===== src/verilog/rtc_serial_pkg.sv =====
// Constants, types and helpers shared by the two-wire serial slave port.
package rtc_serial_pkg;

    // ------------------------------------------------------------------
    // Slave address and location map
    // ------------------------------------------------------------------
    localparam logic [6:0] SLAVE_ADDR  = 7'h68;
    localparam logic [2:0] LOC_SECONDS = 3'h0;
    localparam logic [2:0] LOC_MINUTES = 3'h1;
    localparam logic [2:0] LOC_HOURS   = 3'h2;
    localparam logic [2:0] LOC_DAY     = 3'h3;
    localparam logic [2:0] LOC_DATE    = 3'h4;
    localparam logic [2:0] LOC_MONTH   = 3'h5;
    localparam logic [2:0] LOC_YEAR    = 3'h6;
    localparam logic [2:0] LOC_CAL     = 3'h7;
    localparam logic [2:0] PTR_RESET   = 3'h0;

    // ------------------------------------------------------------------
    // Byte framing
    // ------------------------------------------------------------------
    localparam logic [3:0] BIT_COUNT_FULL = 4'h8;
    localparam int         RW_BIT         = 0;
    localparam int         MSB_BIT        = 7;

    // ------------------------------------------------------------------
    // Timing
    // ------------------------------------------------------------------
    localparam int CLK_FREQ_MHZ = 40;
    localparam int REC_TIME_NS  = 1000;
    localparam int REC_CYCLES   = (REC_TIME_NS * CLK_FREQ_MHZ + 999) / 1000;
    localparam int REC_W        = 16;
    localparam int SYNC_WIDTH   = 3;

    // ------------------------------------------------------------------
    // Types
    // ------------------------------------------------------------------
    typedef enum logic [2:0] {
        LINK_IDLE,
        LINK_RX,
        LINK_RX_ACK,
        LINK_TX,
        LINK_TX_ACK,
        LINK_IGNORE
    } link_state_t;

    typedef enum logic [1:0] {
        KIND_SLAVE,
        KIND_WORD,
        KIND_DATA
    } byte_kind_t;

    // ------------------------------------------------------------------
    // Helpers
    // ------------------------------------------------------------------
    function automatic logic [2:0] next_ptr(input logic [2:0] p);
        logic [2:0] n;
        n = p + 3'h1;
        if (p == LOC_CAL) begin
            n = LOC_SECONDS;
        end
        return n;
    endfunction

endpackage


===== src/verilog/line_sync.sv =====
// Two-stage synchroniser for pins arriving from outside the clock domain.
`timescale 1ns/1ps
`default_nettype none
module line_sync
    import rtc_serial_pkg::*;
#(
    parameter int WIDTH = SYNC_WIDTH
) (
    input  wire logic             ref_clk,
    input  wire logic             arst_n,
    input  wire logic [WIDTH-1:0] async_in,
    output logic      [WIDTH-1:0] sync_out
);

    // ------------------------------------------------------------------
    // State
    // ------------------------------------------------------------------
    typedef struct packed {
        logic [WIDTH-1:0] stage1;
        logic [WIDTH-1:0] stage2;
    } sync_state_t;

    sync_state_t q_reg;
    sync_state_t q_next;

    // First stage feeds only the second stage
    always_comb begin
        q_next        = q_reg;
        q_next.stage1 = async_in;
        q_next.stage2 = q_reg.stage1;
    end

    // Bus lines idle high, so reset to high avoids a false edge at release
    always_ff @(posedge ref_clk or negedge arst_n) begin
        if (!arst_n) begin
            q_reg <= '1;
        end else begin
            q_reg <= q_next;
        end
    end

    assign sync_out = q_reg.stage2;

endmodule
`default_nettype wire


===== src/verilog/rtc_serial_slave_port.sv =====
// Two-wire serial slave port of the real-time clock: framing, pointer, freeze.
`timescale 1ns/1ps
`default_nettype none
module rtc_serial_slave_port
    import rtc_serial_pkg::*;
#(
    parameter int REC_COUNT = REC_CYCLES
) (
    input  wire logic       ref_clk,
    input  wire logic       arst_n,
    input  wire logic       scl_in,
    input  wire logic       sda_in,
    output logic            sda_out,
    output logic            sda_oe,
    input  wire logic       power_fail,
    output logic [2:0]      rd_addr,
    input  wire logic [7:0] rd_data,
    output logic            wr_en,
    output logic [2:0]      wr_addr,
    output logic [7:0]      wr_data,
    output logic            copy_hold
);

    // ------------------------------------------------------------------
    // Synchronised pins
    // ------------------------------------------------------------------
    logic [SYNC_WIDTH-1:0] pins_s;
    logic                  scl_s;
    logic                  sda_s;
    logic                  pf_s;

    line_sync #(
        .WIDTH    (SYNC_WIDTH)
    ) u_sync (
        .ref_clk  (ref_clk),
        .arst_n   (arst_n),
        .async_in ({power_fail, sda_in, scl_in}),
        .sync_out (pins_s)
    );

    assign scl_s = pins_s[0];
    assign sda_s = pins_s[1];
    assign pf_s  = pins_s[2];

    // ------------------------------------------------------------------
    // State
    // ------------------------------------------------------------------
    typedef struct packed {
        link_state_t      state;
        byte_kind_t       kind;
        logic             rw;
        logic [3:0]       bitcnt;
        logic [7:0]       shift;
        logic [2:0]       ptr;
        logic             mack;
        logic             selected;
        logic             sda_oe;
        logic             sda_out;
        logic             hold;
        logic             wr_en;
        logic [2:0]       wr_addr;
        logic [7:0]       wr_data;
        logic [REC_W-1:0] rec_cnt;
        logic             scl_prev;
        logic             sda_prev;
    } port_state_t;

    localparam logic [REC_W-1:0] REC_LOAD = REC_W'(REC_COUNT);

    port_state_t q_reg;
    port_state_t q_next;

    // ------------------------------------------------------------------
    // Bus events
    // ------------------------------------------------------------------
    logic scl_rise;
    logic scl_fall;
    logic start_ev;
    logic stop_ev;
    logic blocked;

    assign scl_rise = scl_s && !q_reg.scl_prev;
    assign scl_fall = !scl_s && q_reg.scl_prev;
    // A data change while SCL is high is a bus condition, not data
    assign start_ev = scl_s && q_reg.scl_prev && q_reg.sda_prev && !sda_s;
    assign stop_ev  = scl_s && q_reg.scl_prev && !q_reg.sda_prev && sda_s;
    assign blocked  = pf_s || (q_reg.rec_cnt != '0);

    // ------------------------------------------------------------------
    // Next state
    // ------------------------------------------------------------------
    always_comb begin
        q_next          = q_reg;
        q_next.scl_prev = scl_s;
        q_next.sda_prev = sda_s;
        q_next.wr_en    = 1'b0;
        q_next.sda_out  = 1'b0;
        if (pf_s) begin
            // Abort and hold the pointer cleared for as long as supply is low
            q_next.state    = LINK_IDLE;
            q_next.ptr      = PTR_RESET;
            q_next.sda_oe   = 1'b0;
            q_next.selected = 1'b0;
            q_next.rec_cnt  = REC_LOAD;
        end else if (q_reg.rec_cnt != '0) begin
            // Bus input still ignored while the recovery count runs out
            q_next.rec_cnt  = q_reg.rec_cnt - REC_W'(1);
            q_next.state    = LINK_IDLE;
            q_next.sda_oe   = 1'b0;
            q_next.selected = 1'b0;
        end else if (start_ev) begin
            // Repeated START keeps the pointer, so a read resumes there
            q_next.state    = LINK_RX;
            q_next.kind     = KIND_SLAVE;
            q_next.bitcnt   = '0;
            q_next.sda_oe   = 1'b0;
            q_next.selected = 1'b0;
        end else if (stop_ev) begin
            q_next.state    = LINK_IDLE;
            q_next.sda_oe   = 1'b0;
            q_next.selected = 1'b0;
        end else begin
            unique case (q_reg.state)
                LINK_IDLE, LINK_IGNORE: begin
                    q_next.sda_oe = 1'b0;
                end
                LINK_RX: begin
                    if (scl_rise) begin
                        q_next.shift  = {q_reg.shift[6:0], sda_s};
                        q_next.bitcnt = q_reg.bitcnt + 4'h1;
                    end else if (scl_fall && q_reg.bitcnt == BIT_COUNT_FULL) begin
                        unique case (q_reg.kind)
                            KIND_SLAVE: begin
                                if (q_reg.shift[7:1] == SLAVE_ADDR) begin
                                    q_next.rw       = q_reg.shift[RW_BIT];
                                    q_next.selected = 1'b1;
                                    q_next.sda_oe   = 1'b1;
                                    q_next.state    = LINK_RX_ACK;
                                end else begin
                                    q_next.sda_oe = 1'b0;
                                    q_next.state  = LINK_IGNORE;
                                end
                            end
                            KIND_WORD: begin
                                q_next.ptr    = q_reg.shift[2:0];
                                q_next.sda_oe = 1'b1;
                                q_next.state  = LINK_RX_ACK;
                            end
                            default: begin
                                q_next.wr_en   = 1'b1;
                                q_next.wr_addr = q_reg.ptr;
                                q_next.wr_data = q_reg.shift;
                                q_next.sda_oe  = 1'b1;
                                q_next.state   = LINK_RX_ACK;
                            end
                        endcase
                    end
                end
                LINK_RX_ACK: begin
                    if (scl_rise && q_reg.kind == KIND_DATA) begin
                        q_next.ptr = next_ptr(q_reg.ptr);
                    end else if (scl_fall) begin
                        q_next.bitcnt = '0;
                        if (q_reg.kind == KIND_SLAVE && q_reg.rw) begin
                            // Drive the first bit once SCL is low again
                            q_next.state  = LINK_TX;
                            q_next.shift  = rd_data;
                            q_next.sda_oe = !rd_data[MSB_BIT];
                        end else begin
                            q_next.state  = LINK_RX;
                            q_next.sda_oe = 1'b0;
                            q_next.kind   = (q_reg.kind == KIND_SLAVE) ? KIND_WORD : KIND_DATA;
                        end
                    end
                end
                LINK_TX: begin
                    if (scl_fall) begin
                        q_next.bitcnt = q_reg.bitcnt + 4'h1;
                        if (q_reg.bitcnt + 4'h1 == BIT_COUNT_FULL) begin
                            q_next.sda_oe = 1'b0;
                            q_next.state  = LINK_TX_ACK;
                        end else begin
                            q_next.shift  = {q_reg.shift[6:0], 1'b0};
                            q_next.sda_oe = !q_reg.shift[6];
                        end
                    end
                end
                LINK_TX_ACK: begin
                    if (scl_rise) begin
                        q_next.mack = !sda_s;
                        q_next.ptr  = next_ptr(q_reg.ptr);
                    end else if (scl_fall) begin
                        q_next.bitcnt = '0;
                        if (q_reg.mack) begin
                            q_next.state  = LINK_TX;
                            q_next.shift  = rd_data;
                            q_next.sda_oe = !rd_data[MSB_BIT];
                        end else begin
                            // Line left released so the master can stop
                            q_next.state  = LINK_IGNORE;
                            q_next.sda_oe = 1'b0;
                        end
                    end
                end
                default: begin
                    q_next.state  = LINK_IDLE;
                    q_next.sda_oe = 1'b0;
                end
            endcase
        end
        // Freeze lifts at STOP or once the pointer reaches calibration
        q_next.hold = q_next.selected && (q_next.ptr != LOC_CAL);
    end

    // ------------------------------------------------------------------
    // Registers
    // ------------------------------------------------------------------
    always_ff @(posedge ref_clk or negedge arst_n) begin
        if (!arst_n) begin
            q_reg          <= '0;
            q_reg.scl_prev <= 1'b1;
            q_reg.sda_prev <= 1'b1;
        end else begin
            q_reg <= q_next;
        end
    end

    assign sda_out   = q_reg.sda_out;
    assign sda_oe    = q_reg.sda_oe;
    assign rd_addr   = q_reg.ptr;
    assign wr_en     = q_reg.wr_en;
    assign wr_addr   = q_reg.wr_addr;
    assign wr_data   = q_reg.wr_data;
    assign copy_hold = q_reg.hold;
endmodule
`default_nettype wire

===== config.mk =====
export PLATFORM = sky130hd
export DESIGN_NAME = rtc_serial_slave_port
export DESIGN_NICKNAME = d
export VERILOG_FILES = /design/src/verilog/rtc_serial_pkg.sv /design/src/verilog/line_sync.sv /design/src/verilog/rtc_serial_slave_port.sv
export SDC_FILE = /design/constraint.sdc
export NUM_CORES = 1
export LEC_CHECK = 0
export BUFFER_PORTS_ARGS = -buffer_cell sky130_fd_sc_hd__buf_2
export CAP_MARGIN = 20
export CELL_PAD_IN_SITES_DETAIL_PLACEMENT = 0
export CELL_PAD_IN_SITES_GLOBAL_PLACEMENT = 2
export CORE_AREA = 2 2 103 105
export DETAILED_ROUTE_END_ITERATION = 8
export DIE_AREA = 0 0 105 107
export PLACE_DENSITY = 0.76
export SETUP_SLACK_MARGIN = 0.2
export SYNTH_ARGS = -nofsm -noshare
export SYNTH_HDL_FRONTEND = slang
export SYNTH_SLANG_ARGS = --single-unit

===== constraint.sdc =====
create_clock -name ref_clk -period 2.4 [get_ports ref_clk]
set_clock_uncertainty 0.2 [all_clocks]
set_input_delay 0.12 -clock ref_clk [delete_from_list [all_inputs] [get_ports ref_clk]]
set_output_delay 0.12 -clock ref_clk [all_outputs]
set_load 0.03 [all_outputs]

; Word level (Yosys, flattened, before mapping)
; Cells that the tools add are included.
[totals]
ff_bits = 61
inputBits = 13
out_inout_bits = 18
word_cells = 187
[op_classes]
n_addsub = 3
n_eq_ne = 40
muxes = 85
bitwise = 6
reduce_logical = 35
[ops]
columns = cell, count
row1 = 12-bit two-way mux, 14
row2 = 3-bit two-way mux, 18
row3 = 6-bit by 5-bit != test with 1-bit output (second input constant), 9
row4 = 12-bit case mux with 4 select lines, 1
row5 = 4-bit two-way mux, 9
row6 = 16-bit two-way mux, 2
row7 = 5-bit two-way mux, 5
row8 = 8-bit two-way mux, 3
row9 = 3-bit != test (second input constant), 7
row10 = 2-bit two-way mux, 10
row11 = 2-bit != test (second input constant), 10
row12 = 1-bit two-way mux, 19
row13 = 19-bit two-way mux, 1
row14 = 9-bit AND reduction, 2
row15 = 16-bit nonzero test, 1
row16 = 16-bit by 1-bit subtractor with 16-bit output (second input constant), 1
row17 = 3-bit case mux with 5 select lines, 1
row18 = 14-bit AND reduction, 1
row19 = 7-bit AND reduction, 2
row20 = 1-bit logical AND, 11
row21 = 10-bit AND reduction, 1
row22 = 3-bit == test (second input constant), 3
row23 = 3-bit case mux with 3 select lines, 1
row24 = 4-bit == test (second input constant), 2
row25 = other kinds (20), 35

; Longest topological paths before layout
[depth]
word_depth = 15
depth_mapped = 10
ltp_nobuf = 9

; Modules after synthesis
; From an unflattened synthesis, not the netlist that was laid out.
[hier_totals]
cells_unflattened = 344
hier_area_um2 = 3408.3
[by_module_without_submodules]
columns = module, instances, cells_each, area_per_inst_um2, seq_area_each_um2
row1 = rtc_serial_slave_port, 1, 338, 3250.6, 1378.8
row2 = line_sync, 1, 6, 157.7, 157.7

; Worst setup path before layout
; No wires, ideal clock.
[synth_path]
kind = register to register
start = register q_reg[8] (netlist bit)
end = register q_reg[52] (netlist bit)
setup_ps = 125
arrival_time_ps = 2327
required_ps = 2075
setup_slack_ps = -251
path_stages_with_launch = 7
path_buffers = 0
period_less_slack_ps = 2651
path_cell_list = dfrtp_1 > or4_4 > or3_2 > a2111oi_0 > nand3_1 > a21oi_1 > mux2_2
[synth_between]
elab_chain_cells = 3
elab_cells_between_ends = 6
cone_classes = 2 x eq/ne / 1 x bitwise / 3 x reduce/logical
[synth_rtl]
columns = element, line
row1 = start: declaration, rtc_serial_slave_port.sv:70  ; port_state_t q_reg;
row2 = start signal: assignment, rtc_serial_slave_port.sv:224  ; q_reg <= q_next;
row3 = 16-bit nonzero test *, rtc_serial_slave_port.sv:105  ; end else if (q_reg.rec_cnt != '0) begin
row4 = 4-bit by 3-bit != test with 1-bit output (no line) (tied with other cells), n/a
row5 = 7-bit AND reduction (no line) *, n/a
; Every way passes the cells marked *; elsewhere a longest branch is shown, timed or not.
; A chain may end at the register's enable or synchronous reset.

; Final worst setup path
[layout_path]
start = register q_reg[9] (netlist bit)
end = register q_reg[55] (netlist bit)
[layout_between]
elab_chain_cells = 3
elab_cells_between_ends = 13
cone_classes = 9 x eq/ne / 2 x mux / 2 x reduce/logical
[layout_rtl]
columns = element, line
row1 = 16-bit nonzero test *, rtc_serial_slave_port.sv:105
row2 = 6-bit by 5-bit != test with 1-bit output (no line) (tied with other cells), n/a
row3 = 9-bit AND reduction (no line) or 3-bit two-way mux (tied branches), n/a
; Marks and branches as above.

==> impl_results.md <==
- Area leader, netlist: dfrtp_1
- Multi-input logic area: 0.00180 sq mm
- GR Util All Layers: 15.9%
- Post-Syn Area per Cell: 9.73 sq um
- Crit path max fanout: 3
- First-pass GRT wire length: 14.0 mm
- ANT cells: 0
- Total Wirelength: 8.31 mm
- Setup repair after global routing missed its margin: yes
- Critical path type: reg -> reg
- Worst Setup End Kind: flip-flop
- # DRC: 0
- Hpwl dp: 5.93 mm
- Synth area leaders: dfrtp_1 40%, dfstp_2 6.3%, mux2_2 5.0%
- Initial antenna violation count: 0
- Number of I/O pins: 31
- Layout area overhead: 32.6%
- Fin Hold WS: 0.0177 ns
- CTS max path bufs: 2
- Synth cell types: 62
- Reg area: 0.00154 sq mm
- Clock latency on the worst-skew pair: 0.35 ns
- 1st-iter DRT viols: 80
- Port-buffer cells: 29
- Status: complete, but fails checks
- Filler cell count in the final layout: 993
- Max-Cap Viols: 0
- Row cnt: 37
- Yosys warning total: 0
- Worst VDD drop: 0.000214 V
- HP Start: rd_data[0]
- Die Ht: 107 microns
- Post-route clock period utilization: 109%
- Min cycle time layout: 2.61 ns
- Die area: 0.0112 sq mm
- GPL Wtd Cong: 0.796
- Rel. slew slack: 56.5%
- Vias in the first global route: 2830
- Mapped Area: 0.00335 sq mm
- Die width: 105 microns
- DR vias: 2780
- Global Route met1 Usage: 20.5%
- Worst Hold Class: in -> reg
- Worst Hold Depth: 4
- CORE AREA: 0.0101 sq mm
- Synthesized Nets: 363
- Mapped Cells: 344
- Failing checks: setup timing
- Vias per cell: 4.93
- CP Launch Type: flip-flop
- H-tree depth: 3
- CTS clk-pin slew, worst paths: 0.07 ns
- Share of cells above drive strength 1: 37.6%
- Overflow after GRT: 0
- Top_reg_cell synth: dfrtp_1
- Grt met2 use: 25.7%
- TritonCTS Sinks: 61
- # setup viols final: 40
- Asr flop ratio synth: 100%
- Design Area, Final: 0.00444 sq mm
- Slew Viols, Final: 0
- Worst reg2reg path depth: 7
- Post-synth EDFFs: 0
- Drt wl/cell: 14.7 microns
- Worst setup margin: -0.207 ns
- Worst R2R Start: q_reg[9]
- Reg2reg end: q_reg[55]
- Arrival time worst endpoint: 2.64 ns
- CTS tree: done
- Core Util, Final: 44.0%
- Met3 GRT Util: 3.89%
- Top Usage Layer GRT: met2
- Final Hold Violating Endpoints: 0
- Total Power: 2.23 mW
- Largest net degree at the start of global routing: 36
- Worst Hold Path EP: q_reg[38]
- DP Area: 0.00389 sq mm
- Max Clock Freq: 0.384 GHz
- Internal reg-to-reg setup slack: -0.21 ns
- Tightest Pin Transition: 0.652 ns
- Top cell type's share of synthesized area: 39.6%
- Total CTS buffers: 9
- Final ANT Viol Nets: 0
- Clk root buf: clkbuf_8
- Nets@finish: 442
- Flops & latches, synth: 61
- Setup tns final: -4.95 ns
- Initial Util: 33.2%
- DR pass1 iterations: 4
- Critical path data required time: 2.44 ns
- Power per cell area: 503 mW/mm^2
- Cell leakage power: 2.02 nW
- Largest register FFs: 38
- Post-synthesis sequential area ratio: 45.9%
==> worst max-delay path by stage <==
stage | start | end | depth (start not counted)
2_1_floorplan | q_reg[8] | q_reg[52] | 6
3_3_place_gp | q_reg[9] | q_reg[15] | 7
3_5_place_dp | q_reg[9] | copy_hold | 7
4_1_cts | q_reg[9] | copy_hold | 7
5_1_grt | q_reg[9] | copy_hold | 7
6_report | q_reg[9] | q_reg[55] | 7
==> cell usage after synthesis (all sizes together) (5+ instances only) <==
master,n
nand2b,6
buf,20
dfstp,8
o21ai,33
xnor2,6
or3,7
nand2,33
dfrtp,53
a21oi,14
ha,6
mux2,15
mux2i,12
inv,10
nand3,16
nor2,29
clkbuf,5
nor3,8
==> metal layers <==
metal	up-vias	share of wire [%]
met5	-	0
met2	38	50
met1	1358	45
met4	0	1.6
met3	10	3.6
li1	1374	-
==> cell type report <==
cell class / count / area share [%]
Sequential cell: 61 / 34.6
Timing Repair Buffer: 94 / 15.6
Inverter: 10 / 0.846
Clock buffer: 10 / 3.10
Tap cell: 136 / 3.83
Multi-Input combinational cell: 247 / 40.6
Clock inverter: 6 / 1.41
==> layout by cell type, fill, tap and decap left out, types with 8 or more instances in the layout <==
| master | Yosys | final |
|---|---|---|
| dfrtp_1 | 53 | 53 |
| buf_4 | 16 | 48 |
| nand2_1 | 33 | 29 |
| buf_2 | 4 | 29 |
| nor2_1 | 29 | 27 |
| o21ai_0 | 30 | 18 |
| nand3_1 | 15 | 14 |
| mux2i_1 | 12 | 12 |
| mux2_2 | 15 | 12 |
| dlygate4sd3_1 | 0 | 11 |
| o21ai_1 | 2 | 10 |
| inv_1 | 10 | 10 |
| a21oi_1 | 14 | 10 |
| clkbuf_8 | 0 | 10 |
| dfstp_2 | 8 | 8 |
==> cells by family (layout without fill, tap and decap cells) <==
| group | count (synthesis) | in the layout | share of synthesized area [%] |
|---|---|---|---|
| and+or+nand+nor | 130 | 130 | 20.6 |
| AOI/OAI and AO/OA | 75 | 75 | 14.2 |
| DFF | 61 | 61 | 45.9 |
| buffers and inverters | 36 | 120 | 6.13 |
| muxes | 27 | 27 | 8.64 |
| xor gates and xnor gates | 8 | 8 | 2.09 |
| adders and majority gates | 6 | 6 | 2.24 |
| other | 1 | 1 | 0.112 |
==> critical path, stage by stage, from the launching register on <==
cell     delay [ns]
dfrtp_1        0.38
or4_4          0.55
buf_4          0.16
nor3_4         0.13
nand3_2        0.15
or3_4          0.38
o21ai_4        0.22
mux2_4         0.32
==> where the power goes <==
part | internal, mW | leakage (nW) | switching (mW) | total [mW]
Clock | 0.505 | 0.106 | 0.425 | 0.931
Combinational | 0.107 | 1.15 | 0.113 | 0.219
Sequential | 1.06 | 0.770 | 0.0237 | 1.08
Total | 1.67 | 2.02 | 0.562 | 2.23
==> through the flow <==
step | std cells | worst slack (ns)
CTS | 561 | -0.214
global route | 564 | -0.306
detailed placement | 526 | -0.262
floorplan | 344 | -0.165
finish | 564 | -0.207
global placement | 526 | -0.164
==> repair_timing <==
| item | in CTS | in global routing |
|---|---|---|
| pin swaps | 11 | 8 |
| hold buffers | 11 | 0 |
| endpoints found under the setup margin | 47 | 52 |
| buffers inserted | 8 | 3 |
| resized for setup | 26 | 14 |
| endpoints found under the hold margin | 28 | 0 |
Note: power is estimated with default switching activity, not from simulation.
